==> config.mk <==
export PLATFORM = sky130hd
export DESIGN_NAME = kmc_top
export DESIGN_NICKNAME = d
export VERILOG_FILES = /design/src/hw/kmc_pkg.sv /design/src/hw/kmc_key_if.sv /design/src/hw/kmc_key_debounce.sv /design/src/hw/kmc_freq_edit.sv /design/src/hw/kmc_top.sv
export VERILOG_INCLUDE_DIRS = /design/src /design/src/hw
export SDC_FILE = /design/constraint.sdc
export NUM_CORES = 1
export LEC_CHECK = 0
export BUFFER_PORTS_ARGS = -buffer_cell sky130_fd_sc_hd__buf_2
export CAP_MARGIN = 20
export CELL_PAD_IN_SITES_DETAIL_PLACEMENT = 0
export CELL_PAD_IN_SITES_GLOBAL_PLACEMENT = 1
export CORE_MARGIN = 3
export CORE_UTILIZATION = 48
export DETAILED_ROUTE_END_ITERATION = 10
export PLACE_DENSITY_LB_ADDON = 0.1
export SYNTH_ARGS = -nofsm -noshare
export SYNTH_HDL_FRONTEND = slang
export SYNTH_HIERARCHICAL = 1
export SYNTH_SLANG_ARGS = --single-unit
==> constraint.sdc <==
create_clock -name CLOCK -period 6.7 [get_ports CLOCK]
set_input_delay 0.335 -clock CLOCK [delete_from_list [all_inputs] [get_ports CLOCK]]
set_output_delay 0.335 -clock CLOCK [all_outputs]
set_load 0.05 [all_outputs]
==> src/hw/kmc_defs.svh <==
// Constants of the keypad mode controller: key positions, register map, fields, resets, timing
`ifndef KMC_DEFS_SVH
`define KMC_DEFS_SVH

`define KMC_KEY_VIEW        0
`define KMC_KEY_PARAM       1
`define KMC_KEY_RW          2
`define KMC_KEY_FWD         3
`define KMC_KEY_REV         4
`define KMC_KEY_STOP        5
`define KMC_KEY_UP          6
`define KMC_KEY_DOWN        7

`define KMC_ADDR_CTRL       4'h0
`define KMC_ADDR_PFREQ      4'h1
`define KMC_ADDR_LOLIM      4'h2
`define KMC_ADDR_STATUS     4'h3
`define KMC_ADDR_DISP       4'h4
`define KMC_ADDR_PMEM_BIT   3

`define KMC_CTRL_SRC_LSB    0
`define KMC_CTRL_V1_LSB     4
`define KMC_CTRL_V2_LSB     6
`define KMC_CTRL_POT_BIT    8

`define KMC_SRC_PANEL       4'h3
`define KMC_SRC_PANEL_AUTO  4'h8

`define KMC_CTRL_RST        9'h000
`define KMC_PFREQ_RST       16'h0000
`define KMC_LOLIM_RST       16'h0000
`define KMC_PMEM_RST        16'h0000

`define KMC_DEBOUNCE_MS     5
`define KMC_CLK_KHZ         100000
`define KMC_DEBOUNCE_CYC    (`KMC_DEBOUNCE_MS * `KMC_CLK_KHZ)

`endif

==> src/hw/kmc_pkg.sv <==
// Types of the keypad mode controller
`default_nettype none
package kmc_pkg;

   typedef enum logic [1:0] {
      KMC_DRIVE_PANEL,
      KMC_MONITOR_VIEW,
      KMC_PARAM_EDIT,
      KMC_ALARM_VIEW
   } kmc_mode_t;

   typedef logic [15:0] kmc_word_t;

endpackage

`default_nettype wire

==> src/hw/kmc_key_if.sv <==
// Key press strobes passed from the debouncer to the mode logic and editor
`timescale 1ns/1ps
`default_nettype none

interface kmc_key_if;
   logic [7:0] press;

   modport src (output press);
   modport snk (input press);
endinterface

`default_nettype wire

==> src/hw/kmc_key_debounce.sv <==
// Key synchroniser and debouncer producing one-cycle press strobes
`timescale 1ns/1ps
`default_nettype none
`include "kmc_defs.svh"

module kmc_key_debounce #(
   parameter int unsigned TICK_CYCLES = `KMC_DEBOUNCE_CYC
)(
   input  wire logic       clk,
   input  wire logic       rst_n,
   input  wire logic [7:0] key_in,
   kmc_key_if.src          keys
);

   logic [7:0]  s1_reg;
   logic [7:0]  s2_reg;
   logic [7:0]  smp_reg;
   logic [7:0]  smp_next;
   logic [7:0]  stab_reg;
   logic [7:0]  stab_next;
   logic [7:0]  press_reg;
   logic [7:0]  press_next;
   logic [19:0] cnt_reg;
   logic [19:0] cnt_next;
   logic        tick;

   // Two equal samples one tick apart are needed, so contact bounce never makes two strobes
   always_comb
   begin
      tick = (cnt_reg == 20'(TICK_CYCLES - 1));
      cnt_next = tick ? 20'h00000 : cnt_reg + 20'h00001;
      smp_next = tick ? s2_reg : smp_reg;
      stab_next = stab_reg;
      if (tick)
         stab_next = (~(s2_reg ^ smp_reg) & s2_reg) | ((s2_reg ^ smp_reg) & stab_reg);
      press_next = stab_next & ~stab_reg; // RQ19
   end

   always_ff @(posedge clk or negedge rst_n)
   begin
      if (!rst_n)
      begin
         s1_reg    <= 8'h00;
         s2_reg    <= 8'h00;
         smp_reg   <= 8'h00;
         stab_reg  <= 8'h00;
         press_reg <= 8'h00;
         cnt_reg   <= 20'h00000;
      end
      else
      begin
         s1_reg    <= key_in;
         s2_reg    <= s1_reg;
         smp_reg   <= smp_next;
         stab_reg  <= stab_next;
         press_reg <= press_next;
         cnt_reg   <= cnt_next;
      end
   end

   assign keys.press = press_reg;

endmodule

`default_nettype wire

==> src/hw/kmc_freq_edit.sv <==
// Panel set-frequency editor: four decimal digits, a cursor and the lower limit clamp
`timescale 1ns/1ps
`default_nettype none
`include "kmc_defs.svh"

module kmc_freq_edit (
   input  wire logic        clk,
   input  wire logic        rst_n,
   kmc_key_if.snk           keys,
   input  wire logic        load,
   input  wire logic        active,
   input  wire logic [15:0] base_freq,
   input  wire logic [15:0] low_lim,
   output logic      [15:0] value,
   output logic      [1:0]  cursor,
   output logic             cursor_on,
   output logic             changed
);

   logic [15:0] value_reg;
   logic [15:0] value_next;
   logic [1:0]  cur_reg;
   logic [1:0]  cur_next;
   logic        on_reg;
   logic        on_next;
   logic        chg_reg;
   logic        chg_next;

   // Packed decimal digits compare correctly as plain unsigned numbers
   function automatic logic [15:0] clamp(input logic [15:0] v, input logic [15:0] lim);
      clamp = (v < lim) ? lim : v;
   endfunction

   function automatic logic [15:0] digit_step(input logic [15:0] v, input logic [1:0] pos,
                                              input logic up);
      logic [3:0] d;
      d = v[{pos, 2'b00} +: 4];
      if (up && d < 4'h9)
         d = d + 4'h1;
      else if (!up && d > 4'h0)
         d = d - 4'h1;
      digit_step = v;
      digit_step[{pos, 2'b00} +: 4] = d;
   endfunction

   always_comb
   begin
      value_next = value_reg;
      cur_next = cur_reg;
      on_next = on_reg;
      chg_next = 1'b0;
      if (load)
      begin
         value_next = clamp(base_freq, low_lim); // RQ7
         cur_next = 2'h0;
         on_next = 1'b0;
      end
      else if (active)
      begin
         if (keys.press[`KMC_KEY_STOP])
            cur_next = cur_reg + 2'h1; // RQ10
         if (keys.press[`KMC_KEY_UP] || keys.press[`KMC_KEY_DOWN])
         begin
            if (!on_reg)
               on_next = 1'b1; // RQ9
            else
            begin
               value_next = clamp(digit_step(value_reg, cur_reg, keys.press[`KMC_KEY_UP]),
                                  low_lim); // RQ8
               chg_next = (value_next != value_reg);
            end
         end
      end
   end

   always_ff @(posedge clk or negedge rst_n)
   begin
      if (!rst_n)
      begin
         value_reg <= `KMC_PFREQ_RST;
         cur_reg   <= 2'h0;
         on_reg    <= 1'b0;
         chg_reg   <= 1'b0;
      end
      else
      begin
         value_reg <= value_next;
         cur_reg   <= cur_next;
         on_reg    <= on_next;
         chg_reg   <= chg_next;
      end
   end

   assign value = value_reg;
   assign cursor = cur_reg;
   assign cursor_on = on_reg;
   assign changed = chg_reg;

endmodule

`default_nettype wire

==> src/hw/kmc_top.sv <==
// Keypad mode controller: modes, run commands, lamps, display and Avalon-MM registers
`timescale 1ns/1ps
`default_nettype none
`include "kmc_defs.svh"

// What this block does
// RQ1 - Four digits, four lamps, eight keys, four modes
// RQ2 - View key toggles drive and monitor mode
// RQ3 - Drive mode keeps frequency and current lamps dark
// RQ4 - Forward, reverse and stop keys work in both
// RQ5 - Frequency editing only with source 3 or 8
// RQ6 - Read/write key enters blinking set-frequency submode
// RQ7 - Edited frequency never below the lower limit
// RQ8 - Up and down keys change the set frequency
// RQ9 - First up/down shows cursor, later ones edit
// RQ10 - Stop shifts cursor while editing frequency
// RQ11 - View key leaves submode back to drive mode
// RQ12 - Source 8 writes edited frequency back automatically
// RQ13 - Frequency view shows output frequency or selection
// RQ14 - Current view shows output current or selection
// RQ15 - Up/down in monitor picks view and lamp
// RQ16 - Panel potentiometer behaves as analog input three
// RQ17 - Read/write key stores edited parameter value
// RQ18 - Stop in alarm view triggers drive reset
// RQ19 - Keys debounced into single-cycle press strobes
// RQ20 - Reset starts in drive mode, lamps dark
module kmc_top #(
   parameter int unsigned DEBOUNCE_CYCLES = `KMC_DEBOUNCE_CYC
)(
   input  wire logic        CLOCK,
   input  wire logic        RST_N,
   input  wire logic [7:0]  KEYS,
   input  wire logic [15:0] OUT_FREQ,
   input  wire logic [15:0] OUT_CURR,
   input  wire logic [11:0] AI3_LEVEL,
   input  wire logic [11:0] POT_LEVEL,
   input  wire logic [15:0] ALARM_CODE,
   input  wire logic [3:0]  AVS_ADDRESS,
   input  wire logic        AVS_READ,
   input  wire logic        AVS_WRITE,
   input  wire logic [31:0] AVS_WRITEDATA,
   input  wire logic [3:0]  AVS_BYTEENABLE,
   output logic      [31:0] AVS_READDATA,
   output logic             AVS_WAITREQUEST,
   output logic      [15:0] DISP_DATA,
   output logic             DISP_BLINK,
   output logic      [3:0]  DISP_CURSOR,
   output logic      [3:0]  LAMPS,
   output logic             RUN_FWD,
   output logic             RUN_REV,
   output logic             DRIVE_RESET
);

   kmc_key_if keys ();

   kmc_pkg::kmc_mode_t mode_reg;
   kmc_pkg::kmc_mode_t mode_next;
   logic               setf_reg;
   logic               setf_next;
   logic               view_reg;
   logic               view_next;
   logic               fwd_reg;
   logic               fwd_next;
   logic               rev_reg;
   logic               rev_next;
   logic               drst_reg;
   logic               drst_next;
   logic [2:0]         pidx_reg;
   logic [2:0]         pidx_next;
   logic               prd_reg;
   logic               prd_next;
   logic [15:0]        pval_reg;
   logic [15:0]        pval_next;
   logic [1:0]         pcur_reg;
   logic [1:0]         pcur_next;
   logic               wait_reg;
   logic               wait_next;
   logic [31:0]        rdata_reg;
   logic [31:0]        rdata_next;
   logic [8:0]         ctrl_reg;
   logic [8:0]         ctrl_next;
   logic [15:0]        pfreq_reg;
   logic [15:0]        pfreq_next;
   logic [15:0]        lolim_reg;
   logic [15:0]        lolim_next;
   logic [15:0]        pmem_reg [8];
   logic [15:0]        pmem_next [8];
   logic [15:0]        disp_reg;
   logic [15:0]        disp_next;
   logic               blink_reg;
   logic               blink_next;
   logic [3:0]         curs_reg;
   logic [3:0]         curs_next;
   logic [3:0]         lamp_reg;
   logic [3:0]         lamp_next;
   logic [7:0]         kp;
   logic [3:0]         src;
   logic               fs_ok;
   logic [11:0]        ain3;
   logic               bus_wr;
   logic               ed_load;
   logic               pf_wr;
   logic               mem_wr;
   logic [15:0]        ed_value;
   logic [1:0]         ed_cursor;
   logic               ed_cursor_on;
   logic               ed_changed;

   kmc_key_debounce #(
      .TICK_CYCLES (DEBOUNCE_CYCLES)
   ) u_debounce (
      .clk    (CLOCK),
      .rst_n  (RST_N),
      .key_in (KEYS),
      .keys   (keys)
   );

   kmc_freq_edit u_edit (
      .clk       (CLOCK),
      .rst_n     (RST_N),
      .keys      (keys),
      .load      (ed_load),
      .active    (setf_reg),
      .base_freq (pfreq_reg),
      .low_lim   (lolim_reg),
      .value     (ed_value),
      .cursor    (ed_cursor),
      .cursor_on (ed_cursor_on),
      .changed   (ed_changed)
   );

   function automatic logic [31:0] be_merge(input logic [31:0] old, input logic [31:0] wd,
                                            input logic [3:0] be);
      be_merge = old;
      for (int i = 0; i < 4; i++)
         if (be[i])
            be_merge[8*i +: 8] = wd[8*i +: 8];
   endfunction

   function automatic logic [15:0] view_pick(input logic [1:0] sel, input logic [15:0] dflt,
                                             input logic [11:0] a3, input logic [15:0] pf);
      case (sel)
         2'h1:    view_pick = {4'h0, a3};
         2'h2:    view_pick = pf;
         default: view_pick = dflt;
      endcase
   endfunction

   assign kp = keys.press;
   assign src = ctrl_reg[`KMC_CTRL_SRC_LSB +: 4];
   assign fs_ok = (src == `KMC_SRC_PANEL) || (src == `KMC_SRC_PANEL_AUTO); // RQ5
   assign ain3 = ctrl_reg[`KMC_CTRL_POT_BIT] ? POT_LEVEL : AI3_LEVEL; // RQ16

   // Panel mode logic; the key strobes are one cycle wide, so each press acts once
   always_comb
   begin
      mode_next = mode_reg;
      setf_next = setf_reg;
      view_next = view_reg;
      fwd_next = fwd_reg;
      rev_next = rev_reg;
      drst_next = 1'b0;
      pidx_next = pidx_reg;
      prd_next = prd_reg;
      pval_next = pval_reg;
      pcur_next = pcur_reg;
      ed_load = 1'b0;
      pf_wr = 1'b0;
      mem_wr = 1'b0;
      case (mode_reg) // RQ1
         kmc_pkg::KMC_DRIVE_PANEL, kmc_pkg::KMC_MONITOR_VIEW:
         begin
            if (kp[`KMC_KEY_FWD])
            begin
               fwd_next = 1'b1; // RQ4
               rev_next = 1'b0;
            end
            else if (kp[`KMC_KEY_REV])
            begin
               fwd_next = 1'b0; // RQ4
               rev_next = 1'b1;
            end
            if (kp[`KMC_KEY_STOP])
            begin
               fwd_next = 1'b0; // RQ4
               rev_next = 1'b0;
            end
            if (kp[`KMC_KEY_PARAM])
            begin
               mode_next = kmc_pkg::KMC_PARAM_EDIT;
               setf_next = 1'b0;
               prd_next = 1'b0;
            end
            else if (kp[`KMC_KEY_VIEW])
            begin
               if (setf_reg)
                  setf_next = 1'b0; // RQ11
               else if (mode_reg == kmc_pkg::KMC_DRIVE_PANEL)
                  mode_next = kmc_pkg::KMC_MONITOR_VIEW; // RQ2
               else
                  mode_next = kmc_pkg::KMC_DRIVE_PANEL; // RQ2
            end
            else if (mode_reg == kmc_pkg::KMC_DRIVE_PANEL)
            begin
               if (!fs_ok)
                  setf_next = 1'b0; // RQ5
               else if (kp[`KMC_KEY_RW] && !setf_reg)
               begin
                  setf_next = 1'b1; // RQ6
                  ed_load = 1'b1;
               end
               else if (kp[`KMC_KEY_RW])
                  pf_wr = 1'b1;
               if (setf_reg && ed_changed && src == `KMC_SRC_PANEL_AUTO)
                  pf_wr = 1'b1; // RQ12
            end
            else if (kp[`KMC_KEY_UP] || kp[`KMC_KEY_DOWN])
               view_next = ~view_reg; // RQ15
         end
         kmc_pkg::KMC_PARAM_EDIT:
         begin
            if (kp[`KMC_KEY_VIEW])
               mode_next = kmc_pkg::KMC_DRIVE_PANEL;
            else if (kp[`KMC_KEY_PARAM])
               mode_next = kmc_pkg::KMC_ALARM_VIEW;
            else if (kp[`KMC_KEY_RW])
            begin
               mem_wr = prd_reg; // RQ17
               prd_next = ~prd_reg;
               pval_next = pmem_reg[pidx_reg];
               pcur_next = 2'h0;
            end
            else if (kp[`KMC_KEY_STOP])
               pcur_next = pcur_reg + 2'h1;
            else if (kp[`KMC_KEY_UP] || kp[`KMC_KEY_DOWN])
            begin
               if (prd_reg && kp[`KMC_KEY_UP])
                  pval_next = pval_reg + (16'h0001 << {pcur_reg, 2'b00});
               else if (prd_reg)
                  pval_next = pval_reg - (16'h0001 << {pcur_reg, 2'b00});
               else if (kp[`KMC_KEY_UP])
                  pidx_next = pidx_reg + 3'h1;
               else
                  pidx_next = pidx_reg - 3'h1;
            end
         end
         kmc_pkg::KMC_ALARM_VIEW:
         begin
            if (kp[`KMC_KEY_VIEW])
               mode_next = kmc_pkg::KMC_DRIVE_PANEL;
            else if (kp[`KMC_KEY_PARAM])
            begin
               mode_next = kmc_pkg::KMC_PARAM_EDIT;
               prd_next = 1'b0;
            end
            else if (kp[`KMC_KEY_STOP])
               drst_next = 1'b1; // RQ18
         end
         default:
            mode_next = kmc_pkg::KMC_DRIVE_PANEL;
      endcase
   end

   // Display and lamps follow the state in the same edge as the mode change
   always_comb
   begin
      disp_next = OUT_FREQ;
      blink_next = 1'b0;
      curs_next = 4'h0;
      lamp_next = {rev_next, fwd_next, 2'b00}; // RQ3
      case (mode_next)
         kmc_pkg::KMC_DRIVE_PANEL:
         begin
            if (setf_next)
            begin
               disp_next = ed_load ? ((pfreq_reg < lolim_reg) ? lolim_reg : pfreq_reg) // RQ7
                                   : ed_value; // RQ6
               blink_next = 1'b1;
               // Cursor flag of an earlier session is cleared only by this load
               if (ed_cursor_on && !ed_load)
                  curs_next = 4'h1 << ed_cursor; // RQ9
            end
         end
         kmc_pkg::KMC_MONITOR_VIEW:
         begin
            lamp_next[1:0] = view_next ? 2'b10 : 2'b01; // RQ15
            if (view_next)
               disp_next = view_pick(ctrl_reg[`KMC_CTRL_V2_LSB +: 2], OUT_CURR, ain3,
                                     pfreq_reg); // RQ14
            else
               disp_next = view_pick(ctrl_reg[`KMC_CTRL_V1_LSB +: 2], OUT_FREQ, ain3,
                                     pfreq_reg); // RQ13
         end
         kmc_pkg::KMC_PARAM_EDIT:
         begin
            lamp_next[1:0] = 2'b11;
            disp_next = prd_next ? pval_next : {13'h0000, pidx_next};
            if (prd_next)
               curs_next = 4'h1 << pcur_next;
         end
         default:
            disp_next = ALARM_CODE;
      endcase
   end

   // Avalon slave: waitrequest drops one cycle after the request, for exactly one cycle
   always_comb
   begin
      wait_next = ~((AVS_READ || AVS_WRITE) && wait_reg);
      bus_wr = AVS_WRITE && !wait_reg;
      rdata_next = rdata_reg;
      if (AVS_READ && wait_reg)
      begin
         rdata_next = 32'h00000000;
         if (AVS_ADDRESS[`KMC_ADDR_PMEM_BIT])
            rdata_next = {16'h0000, pmem_reg[AVS_ADDRESS[2:0]]};
         else
            case (AVS_ADDRESS)
               `KMC_ADDR_CTRL:   rdata_next = {23'h000000, ctrl_reg};
               `KMC_ADDR_PFREQ:  rdata_next = {16'h0000, pfreq_reg};
               `KMC_ADDR_LOLIM:  rdata_next = {16'h0000, lolim_reg};
               `KMC_ADDR_STATUS: rdata_next = {4'h0, ain3, 11'h000, rev_reg, fwd_reg,
                                               setf_reg, mode_reg};
               `KMC_ADDR_DISP:   rdata_next = {16'h0000, disp_reg};
               default:          rdata_next = 32'h00000000;
            endcase
      end
      ctrl_next = ctrl_reg;
      pfreq_next = pfreq_reg;
      lolim_next = lolim_reg;
      if (bus_wr && AVS_ADDRESS == `KMC_ADDR_CTRL)
         ctrl_next = 9'(be_merge({23'h000000, ctrl_reg}, AVS_WRITEDATA, AVS_BYTEENABLE));
      if (bus_wr && AVS_ADDRESS == `KMC_ADDR_PFREQ)
         pfreq_next = 16'(be_merge({16'h0000, pfreq_reg}, AVS_WRITEDATA, AVS_BYTEENABLE));
      if (bus_wr && AVS_ADDRESS == `KMC_ADDR_LOLIM)
         lolim_next = 16'(be_merge({16'h0000, lolim_reg}, AVS_WRITEDATA, AVS_BYTEENABLE));
      if (pf_wr)
         pfreq_next = ed_value; // RQ12
      pmem_next = pmem_reg;
      if (bus_wr && AVS_ADDRESS[`KMC_ADDR_PMEM_BIT])
         pmem_next[AVS_ADDRESS[2:0]] = 16'(be_merge({16'h0000, pmem_reg[AVS_ADDRESS[2:0]]},
                                                    AVS_WRITEDATA, AVS_BYTEENABLE));
      if (mem_wr)
         pmem_next[pidx_reg] = pval_reg; // RQ17
   end

   always_ff @(posedge CLOCK or negedge RST_N)
   begin
      if (!RST_N)
      begin
         mode_reg  <= kmc_pkg::KMC_DRIVE_PANEL; // RQ20
         setf_reg  <= 1'b0;
         view_reg  <= 1'b0;
         fwd_reg   <= 1'b0;
         rev_reg   <= 1'b0;
         drst_reg  <= 1'b0;
         pidx_reg  <= 3'h0;
         prd_reg   <= 1'b0;
         pval_reg  <= `KMC_PMEM_RST;
         pcur_reg  <= 2'h0;
         disp_reg  <= 16'h0000;
         blink_reg <= 1'b0;
         curs_reg  <= 4'h0;
         lamp_reg  <= 4'h0; // RQ20
      end
      else
      begin
         mode_reg  <= mode_next;
         setf_reg  <= setf_next;
         view_reg  <= view_next;
         fwd_reg   <= fwd_next;
         rev_reg   <= rev_next;
         drst_reg  <= drst_next;
         pidx_reg  <= pidx_next;
         prd_reg   <= prd_next;
         pval_reg  <= pval_next;
         pcur_reg  <= pcur_next;
         disp_reg  <= disp_next;
         blink_reg <= blink_next;
         curs_reg  <= curs_next;
         lamp_reg  <= lamp_next;
      end
   end

   always_ff @(posedge CLOCK or negedge RST_N)
   begin
      if (!RST_N)
      begin
         wait_reg  <= 1'b1;
         rdata_reg <= 32'h00000000;
         ctrl_reg  <= `KMC_CTRL_RST;
         pfreq_reg <= `KMC_PFREQ_RST;
         lolim_reg <= `KMC_LOLIM_RST;
         pmem_reg  <= '{default: `KMC_PMEM_RST};
      end
      else
      begin
         wait_reg  <= wait_next;
         rdata_reg <= rdata_next;
         ctrl_reg  <= ctrl_next;
         pfreq_reg <= pfreq_next;
         lolim_reg <= lolim_next;
         pmem_reg  <= pmem_next;
      end
   end

   assign AVS_READDATA = rdata_reg;
   assign AVS_WAITREQUEST = wait_reg;
   assign DISP_DATA = disp_reg;
   assign DISP_BLINK = blink_reg;
   assign DISP_CURSOR = curs_reg;
   assign LAMPS = lamp_reg;
   assign RUN_FWD = fwd_reg;
   assign RUN_REV = rev_reg;
   assign DRIVE_RESET = drst_reg;

endmodule

`default_nettype wire

== Yosys cells after proc, flatten, opt, wreduce, memory -nomap -nowiden ==
Index checks and enable logic that the tools add are counted.
Cells by class
  add/subtract/negate cells: 10
  order comparisons: 8
  equality and inequality tests: 17
  shift-type cells: 6
  mux-type cells: 143
  bitwise operators: 12
  reduce and logical (&&, ||, !) cells: 43
Operators by type and width (number)
  two-way mux 16 bit: 26
  bitwise mux 128 bit: 2
  two-way mux 128 bit: 2
  case mux 28 bit (5 select lines): 1
  binary-select mux 16 bit (select 3 bit): 2
  demux 16 bit (select 3 bit): 2
  case mux 16 bit (2 select lines): 2
  two-way mux 1 bit: 56
  two-way mux 8 bit: 7
  case mux 16 bit (3 select lines): 1
  two-way mux 4 bit: 9
  < comparator 16 bit: 2
  two-way mux 2 bit: 16
  two-way mux 28 bit: 1
  two-way mux 3 bit: 9
  bitwise AND 8 bit: 3
  adder 20 x 1 -> 20 bit, second input constant: 1
  == test 20 x 19 -> 1 bit, second input constant: 1
  two-way mux 20 bit: 1
  adder 16 bit: 1
  bitwise mux 16 bit: 1
  logical AND 1 bit: 16
  != test 16 bit: 1
  NOT 8 bit: 2
  39 further kinds: 74
Storage, ports and cells
  register bits after elaboration: 336
  input port bits: 124
  output and inout bits: 61
  word-level logic and storage cells: 279

== Depth between registers and ports, before layout ==
Gate-level depths: netlist of run 1.
  depth in word-level cells: 18
  mapped depth: 25
  mapped depth without buffers: 21

== By module ==
The synthesis of run 1 kept the hierarchy.
Modules (own cells, without submodules)
  kmc_top: times used 1, cells each 1792, area each 16600.9 µm², seq. area each 6257.3 µm²
  kmc_freq_edit: times used 1, cells each 423, area each 3372.0 µm², seq. area each 500.5 µm²
  kmc_key_debounce: times used 1, cells each 194, area each 2438.6 µm², seq. area each 1501.4 µm²

== Least setup slack after synthesis of run 1 ==
No wires, ideal clock.
  kind: reg2reg
  start point: reg u_edit.cur_reg[0], in the netlist u_edit/cursor[0]
  end point: reg u_edit.chg_reg, in the netlist u_edit/changed
  setup time: 0.124 ns
  arrival: 5.051 ns
  required time: 6.576 ns
  setup slack: 1.526 ns
  stages on the path, launching flop included: 26
  path buffers: 4
  clock period less this slack: 5.174 ns
  cells stage by stage: dfrtp_1 -> buf_6 -> buf_2 -> mux4_2 -> inv_1 -> ha_1 -> nand2b_1 -> o22a_1 -> a211o_1 -> nand4_1 -> nor2_1 -> a21oi_1 -> inv_1 -> ha_1 -> a21o_1 -> a21o_1 -> a21oi_1 -> o21ai_0 -> a211oi_2 -> buf_6 -> nor2_2 -> buf_2 -> o211ai_1 -> nand4_1 -> or4_1 -> o31a_1
Between the ends
  longest elaborated chain between the ends: 18
  elaborated cells between the ends (all ways): 24
  classes of those cells: 3 x add/sub; 3 x order compare; 1 x eq/ne; 3 x shift; 12 x mux; 2 x reduce/logical
RTL lines
  start: declaration: line kmc_freq_edit.sv:22  | logic [1:0] cur_reg;
  start signal: assignment: line kmc_freq_edit.sv:88  | cur_reg <= cur_next;
  variable part select 16 x 5 -> 4 bit: line kmc_freq_edit.sv:37  | d = v[{pos, 2'b00} +: 4];
  greater-than comparator 4 x 1 -> 1 bit: line kmc_freq_edit.sv:40  | else if (!up && d > 4'h0)
  logical AND 1 bit: line kmc_freq_edit.sv:40
  two-way mux 4 bit: line kmc_freq_edit.sv:40
  two-way mux 4 bit: line kmc_freq_edit.sv:38  | if (up && d < 4'h9)
  two-way mux 4 bit: line kmc_freq_edit.sv:64  | if (!on_reg)
  two-way mux 4 bit: line kmc_freq_edit.sv:62  | if (keys.press[`KMC_KEY_UP] || keys.press[`KMC_KEY_DOWN])
  two-way mux 4 bit: line kmc_freq_edit.sv:58  | else if (active)
  (+3 left out)
  < comparator 16 bit: line kmc_freq_edit.sv:31  | clamp = (v < lim) ? lim : v;
  two-way mux 16 bit (*): line kmc_freq_edit.sv:31
  != test 16 bit (*): line kmc_freq_edit.sv:70  | chg_next = (value_next != value_reg);
  two-way mux 1 bit (*): line kmc_freq_edit.sv:64
  two-way mux 1 bit (*): line kmc_freq_edit.sv:62
  two-way mux 1 bit (*): line kmc_freq_edit.sv:58
  two-way mux 1 bit (*): line kmc_freq_edit.sv:52  | if (load)
  net u_edit.chg_next: line kmc_freq_edit.sv:27  | logic chg_next;
  end signal: assignment: line kmc_freq_edit.sv:90  | chg_reg <= chg_next;
  end: declaration: line kmc_freq_edit.sv:26  | logic chg_reg;
The timed path passes the listed nets; every way through them passes the cells marked *. The select of a mux whose other input is x is not followed.
A chain may end at the register's enable or synchronous reset.

== Worst setup path in the final report of run 1 ==
  start point: reg u_edit.cur_reg[1], in the netlist u_edit/cursor[1]
  end point: reg u_edit.chg_reg, in the netlist u_edit/changed
The elaborated chain is that of the path after synthesis.

==> results.toml, run 1 <==
[clock_tree]
clockBufferDepth = 3
cts_tree = "built"
clk_pin_slew_ns = 0.06
clock_latency_ns = 0.59
root_buffer = "clkbuf_16"
numCtsBuffers = 40
numClockSinks = 330
h-tree-depth = 2
post_cts_buffers = 0

[critical_path]
cp_cell_sequence = "mux4_2, clkinv_1, ha_1, nand2_1, o22a_1, a211o_1, nand4_1, nor2_1, a21oi_1, inv_1, ha_1, a21o_1, a21o_1, a21oi_1, o21ai_0, nor2_1, buf_4, or2_1, o21ai_0, xnor2_1, or4_1, o31a_1"
required_ns = 7.15
endpoint_kind = "flop"
path_class = "reg -> reg"
start_kind = "flop"
cpPeakStageDelay_ns = 0.69
crit_arrival_ns = 6.53
path_buf_inv = 3
path_depth = 22
crit_fanout = 15
critPathSlowestCell = "dfrtp_1"
rr_worst_depth = 22
crit_family = "compound AO/OA/AOI/OAI gates"

[global_routing]
grt_pass1_vias = 19590
grt_use_met3 = 0.06514
grt_pass1_wl_mm = 126.3
grt_use_met1 = 0.4501
antenna_found_initial = 3
grt_max_degree = 135
overflow = 0
grt.total_usage = 0.3333
grt_util_met2 = 0.5186
gr-max-usage-layer = "met2"

[synthesis]
syn-mean-instance-area_um2 = 9.303
synth_top_cell_by_area = "dfrtp_1"
yosys.area.top_type_share = 0.3674
ys.flop_type = "dfrtp_1"
synthDistinctLibCells = 108
seq_area_frac_synth = 0.3685
netlist_area_um2 = 22410
ys_async_sr_fraction = 1.000
netlist_top_cells_area = "dfrtp_1 (37%), mux2i_1 (8.9%), o21ai_0 (4.6%)"
synth_edf_count = 0
synth_seq_cells = 330
syn-instance-count = 2409
ys_warn_count = 6

[layout]
syn_to_final_growth_pct = 12.19
fillers = 4208
fin_area_um2 = 25140
final_common_cell = "dfrtp_1"
drive_above_1_share = 0.1876
largest_reg_flops = 128
final_cell_mix = "dfrtp_1 (328), nand2_1 (272), o21ai_0 (207)"
nets = 2696
n_antenna_cell = 0

[floorplan]
num_rows = 78
core_um2 = 45770
num_io_pins = 185
die_w_um = 222.1
die_h_um = 222.1
initial_core_util = 0.4896
die_area_um2 = 49320

[outcome]
status = "finished clean"

[placed_design]
dp_slack_ns = 0.8087
dpl_cell_area_um2 = 23640
port_buffers = 162
dp_hpwl_mm = 60.46
gp_congestion = 0.9725

[sta]
relSlewSlack = 0.2888
fin_crit_sh = 0.9080
rsz0062_at_grt = "false"
setup_tns_ns = 0
setup_viol = 0
hold_viol_final = 0
max_slew.worst_pin.slew_ns = 1.067
finClkSkew_ns = 0.02766
setup_slack_ns = 0.6162
max_clock_freq_mhz = 164.4
final-max-slew-violation-count = 0
period_minus_slack_ns = 6.084

[drt]
dr.pass1.iters = 8
drt_iter0_drc = 2244
ant_nets = 0
wl_mm = 84.75
wl_per_cell_um = 27.10
post-route-drc-count = 0
viasPerCell = 6.502
num_vias = 20330

[hold_path]
holdPathStages = 3
min_path_type = "in -> reg"

[power]
p_per_area_nw_per_um2 = 246.8
max-vdd-ir-drop_mv = 0.1946
leakage_nw = 10.61

[flow_run]
maxCapViolations = 0
## cells in the mapped netlist (all sizes together) (27+ instances only)
library cell / count
inv: 84
a221oi: 27
nor2: 173
buf: 69
o21ai: 210
a21oi: 155
mux4: 42
nor3: 34
a22oi: 39
o211ai: 28
a211oi: 37
mux2i: 199
nand3: 36
mux2: 77
nand2: 272
clkbuf: 120
ha: 76
dfrtp: 329
## report_power, final
group	internal, mW	total (mW)	switching, mW	leakage [nW]
sequential	2.20	2.44	0.237	3.79
combinational	0.581	1.45	0.871	6.14
clock	1.38	2.31	0.930	0.686
## per-stage QoR
| step | total power, mW | instances | hold WS (ns) | utilization |
|---|---|---|---|---|
| floorplan | 3.360 | 2412 | 0.03941 | - |
| global placement | 3.851 | 3042 | 0.3311 | 0.5165 |
| detailed placement | 3.882 | 3042 | 0.3298 | 0.5165 |
| CTS | 6.215 | 3127 | 0.01968 | 0.5493 |
| global route | 6.461 | 3127 | 0.04330 | 0.5493 |
| finish | 6.205 | 3127 | 0.05081 | 0.5493 |
## layer usage
layer,up-vias,share of wire
met3,178,0.085
met4,4,0.051
li1,9089,-
met5,-,0.00034
met1,10060,0.41
met2,1004,0.45
## worst register-to-register path: cells and delay by family (launching register included)
| kind | cells | cell delay (ns) |
|---|---|---|
| AO/OA/AOI/OAI | 9 | 2.03 |
| flip-flops | 1 | 0.69 |
| buffers and inverters | 3 | 0.41 |
| multiplexers | 1 | 0.56 |
| AND/OR/NAND/NOR | 6 | 1.54 |
| XOR/XNOR | 1 | 0.16 |
| adder cells (fa/ha/maj) | 2 | 0.58 |
## kinds of logic (layout without fill, tap and decap cells)
group / count (synthesis) / in the layout / synth area share
buffers and inverters: 277 / 392 / 0.05410
flip-flops: 330 / 330 / 0.3685
other: 1 / 4 / 0.0001673
AO/OA/AOI/OAI: 691 / 691 / 0.2012
AND/OR/NAND/NOR: 687 / 687 / 0.1518
multiplexers: 318 / 318 / 0.1699
XOR/XNOR: 28 / 28 / 0.01094
adder cells (fa/ha/maj): 77 / 77 / 0.04332
## cell type report
class / instances / area, um^2 / area share
Sequential cell: 330 / 8260 / 0.3285
Multi-Input combinational cell: 1805 / 13040 / 0.5185
Clock inverter: 20 / 271.5 / 0.01080
Clock buffer: 54 / 1124 / 0.04469
Timing Repair Buffer: 230 / 1371 / 0.05454
Inverter: 88 / 330.3 / 0.01314
Tap cell: 600 / 750.7 / 0.02986
## path summary, 6_finish.rpt
kind                            slack, ns                      startpoint                                to
worst max-delay path                 0.62    u_edit/cursor[1]$_DFFE_PN0P_          u_edit/changed$_DFF_PN0_
worst min-delay path                 0.05                AVS_WRITEDATA[9]          lolim_reg[9]$_DFFE_PN0P_
worst max register to register       0.62    u_edit/cursor[1]$_DFFE_PN0P_          u_edit/changed$_DFF_PN0_
worst min register to register       0.35  u_debounce/s1_reg[6]$_DFF_PN0_    u_debounce/s2_reg[6]$_DFF_PN0_
max in group asynchronous            4.98                           RST_N  u_debounce/cnt_reg[12]$_DFF_PN0_
min in group asynchronous            0.31                           RST_N      AVS_READDATA[24]$_DFFE_PN0P_
## repair_timing
item / 4_1_cts / 5_1_grt
endpoints found under the hold margin: 70 / 0
resized for setup: 0 / 0
hold buffers: 11 / 0
Note: power is estimated with default switching activity, not from simulation.
==> run 2: changes to the inputs <==
--- a/config.mk
+++ b/config.mk
@@ -11,7 +11,7 @@
 export CELL_PAD_IN_SITES_DETAIL_PLACEMENT = 0
 export CELL_PAD_IN_SITES_GLOBAL_PLACEMENT = 1
 export CORE_MARGIN = 3
-export CORE_UTILIZATION = 48
+export CORE_UTILIZATION = 43
 export DETAILED_ROUTE_END_ITERATION = 10
 export PLACE_DENSITY_LB_ADDON = 0.1
 export SYNTH_ARGS = -nofsm -noshare
==> constraint.sdc (replaced) <==
create_clock -name CLOCK -period 4.9 [get_ports CLOCK]
set_input_delay 0.245 -clock CLOCK [delete_from_list [all_inputs] [get_ports CLOCK]]
set_output_delay 0.245 -clock CLOCK [all_outputs]
set_load 0.05 [all_outputs]
==> run 2 against run 1 <==
  * The flow now finishes with violations (negative setup slack)
  * Worst hold slack worse by 0.0061 ns
  * Design area rose by 4.5%
  * Final cell count rose by 5.7%
  * First-iteration DRC count shrank 0.22%
  * Maximum frequency is 23% higher
  * Clock-buffer cell count increased by 3
  * Global-route usage fell by 1.0 points
  * Critical path type unchanged
  * Largest cell class unchanged
==> results.toml, run 2 (synthesized netlist as in run 1, its figures left out) <==
[power]
switching_share = 0.3366
power.switching_mw = 2.826
leakage_nw = 11.09
p_seq_frac = 0.395
max-vdd-ir-drop_mv = 0.2243
p_per_area_nw_per_um2 = 319.6
fin_total_pwr_mw = 8.394
clkPwrFrac = 0.354
pwr-share-comb = 0.251
intPower_mw = 5.569

[floorplan]
die_w_um = 234.3
die_h_um = 234.3
num_rows = 83
num_io_pins = 185
die_area_um2 = 54890
initial_core_util = 0.4360
core_um2 = 51410

[critical_path]
endpoint_kind = "flop"
rr_worst_depth = 21
crit_path_frequent_cell = "buf_4"
required_ns = 5.35
path_class = "reg -> reg"
cp_cell_sequence = "mux4_2, buf_4, buf_6, ha_2, o21a_1, a311o_1, buf_4, a32o_2, ha_1, o211a_1, a31oi_1, nand3_1, a211oi_2, buf_4, buf_4, buf_4, a211o_2, o211ai_1, nand4_1, or4_4, o31a_1"
cpPeakStageDelay_ns = 0.57
start_kind = "flop"
crit_arrival_ns = 5.40
crit_fanout = 13
critPathSlowestCell = "mux4_2"

[sta]
relSlewSlack = 0.3468
max_slew.worst_pin.slew_ns = 0.9799
rsz0062_at_grt = "true"
max_clock_freq_mhz = 202.1
finClkSkew_ns = 0.03045
setup_viol = 1
hold_viol_final = 0
fin_crit_sh = 1.010
final-max-slew-violation-count = 0
setup_slack_ns = -0.04797
holdWs_ns = 0.04467
period_minus_slack_ns = 4.948

[layout]
fillers = 4886
final_cell_mix = "dfrtp_1 (327), nand2_1 (270), o21ai_0 (200)"
fin_area_um2 = 26260
n_antenna_cell = 0
drive_above_1_share = 0.2212
multi_input_area_um2 = 13260
regArea_um2 = 8262
final_common_cell = "dfrtp_1"
nets = 2801
syn_to_final_growth_pct = 17.19
largest_reg_flops = 128

[drt]
drt_iter0_drc = 2239
post-route-drc-count = 0
num_vias = 20800
wl_per_cell_um = 27.32
dr.pass1.iters = 8
wl_mm = 90.32
ant_nets = 0
viasPerCell = 6.292

[clock_tree]
root_buffer = "clkbuf_16"
numCtsBuffers = 40
clock_latency_ns = 0.58
cts_tree = "built"
clk_pin_slew_ns = 0.06
clockBufferDepth = 3
numClockSinks = 330
h-tree-depth = 2

[global_routing]
grt_max_degree = 151
antenna_found_initial = 2
overflow = 0
grt.total_usage = 0.3232
grt_pass1_vias = 19560
grt_pass1_wl_mm = 131.6

[placed_design]
dp_hpwl_mm = 65.10
dpl_cell_area_um2 = 24330
gp_congestion = 0.9935
port_buffers = 162

[outcome]
status = "complete, but fails checks"
violations = "negative setup slack"

[flow_run]
maxCapViolations = 0

[hold_path]
holdPathStages = 4
min_path_type = "in -> reg"
==> run 2: cell count changes in the layout (fill, tap and decap cells not counted), moves of 5 or more <==
| cell | previous run | this run |
|---|---|---|
| buf_4 | 56 | 129 |
| dlygate4sd3_1 | 11 | 34 |
| o21ai_0 | 207 | 200 |
| buf_6 | 0 | 6 |
| clkinv_2 | 8 | 2 |
| clkbuf_1 | 7 | 12 |
==> run 2: power groups by stage <==
stage | registers [mW] | logic (mW) | clock network, mW
global route | 3.34 | 2.27 | 3.13
global placement | 3.34 | 2.01 | 0
detailed placement | 3.35 | 2.02 | 0
floorplan | 3.38 | 1.21 | 0
CTS | 3.31 | 2.06 | 3.02
finish | 3.32 | 2.10 | 2.97
==> run 2: path summary, 6_finish.rpt <==
kind                                                      from                             end  slack [ns]
worst min-delay path                             ALARM_CODE[4]          DISP_DATA[4]$_DFF_PN0_        0.04
worst min register to register  u_debounce/s1_reg[0]$_DFF_PN0_  u_debounce/s2_reg[0]$_DFF_PN0_        0.35
worst max-delay path              u_edit/cursor[0]$_DFFE_PN0P_        u_edit/changed$_DFF_PN0_       -0.05
worst max register to register    u_edit/cursor[0]$_DFFE_PN0P_        u_edit/changed$_DFF_PN0_       -0.05
max in group asynchronous                                RST_N           pval_reg[5]$_DFF_PN0_        3.43
min in group asynchronous                                RST_N    AVS_READDATA[24]$_DFFE_PN0P_        0.16
==> run 2: layout make-up <==
| class | count | share of cell area |
|---|---|---|
| timing repair buffer | 335 | 0.08670 |
| clock inverter | 11 | 0.006003 |
| inverter | 88 | 0.01277 |
| multi-input combinational | 1805 | 0.5047 |
| tap | 680 | 0.03239 |
| clock buffer | 57 | 0.04288 |
| sequential | 330 | 0.3146 |
==> run 2: per-layer routing <==
metal  vias up  track usage  routed length [um]
li1       9281            -                   -
met4         2       0.1333                4230
met2      1015       0.5025               40820
met5         -            0                  13
met1     10290       0.4510               37830
met3       212      0.05041                7429
==> run 2: worst max-delay path, delay by kind of cell (launching register included) <==
kind | cells | cell delay (ns)
DFF | 1 | 0.41
adders and majority gates | 2 | 0.50
buffers and inverters | 6 | 0.89
AOI/OAI and AO/OA | 9 | 1.72
and+or+nand+nor | 3 | 0.74
muxes | 1 | 0.57
==> run 2: per-stage QoR <==
stage / setup WS, ns / instances / utilization / TNS, ns
2_1_floorplan: 0.006301 / 2412 / - / 0
6_report: -0.04797 / 3306 / 0.5109 / -0.04797
3_5_place_dp: -0.09865 / 3192 / 0.4732 / -0.09865
3_3_place_gp: -0.02169 / 3192 / 0.4732 / -0.02169
4_1_cts: 0.001749 / 3296 / 0.5056 / 0
5_1_grt: -0.2191 / 3306 / 0.5109 / -0.2480
==> run 2: what timing repair did <==
action	CTS	global route
endpoints found under the setup margin	1	17
endpoints found under the hold margin	77	1
resized for setup	8	40
pin swaps	10	18
setup buffers	4	7
hold buffers	33	1
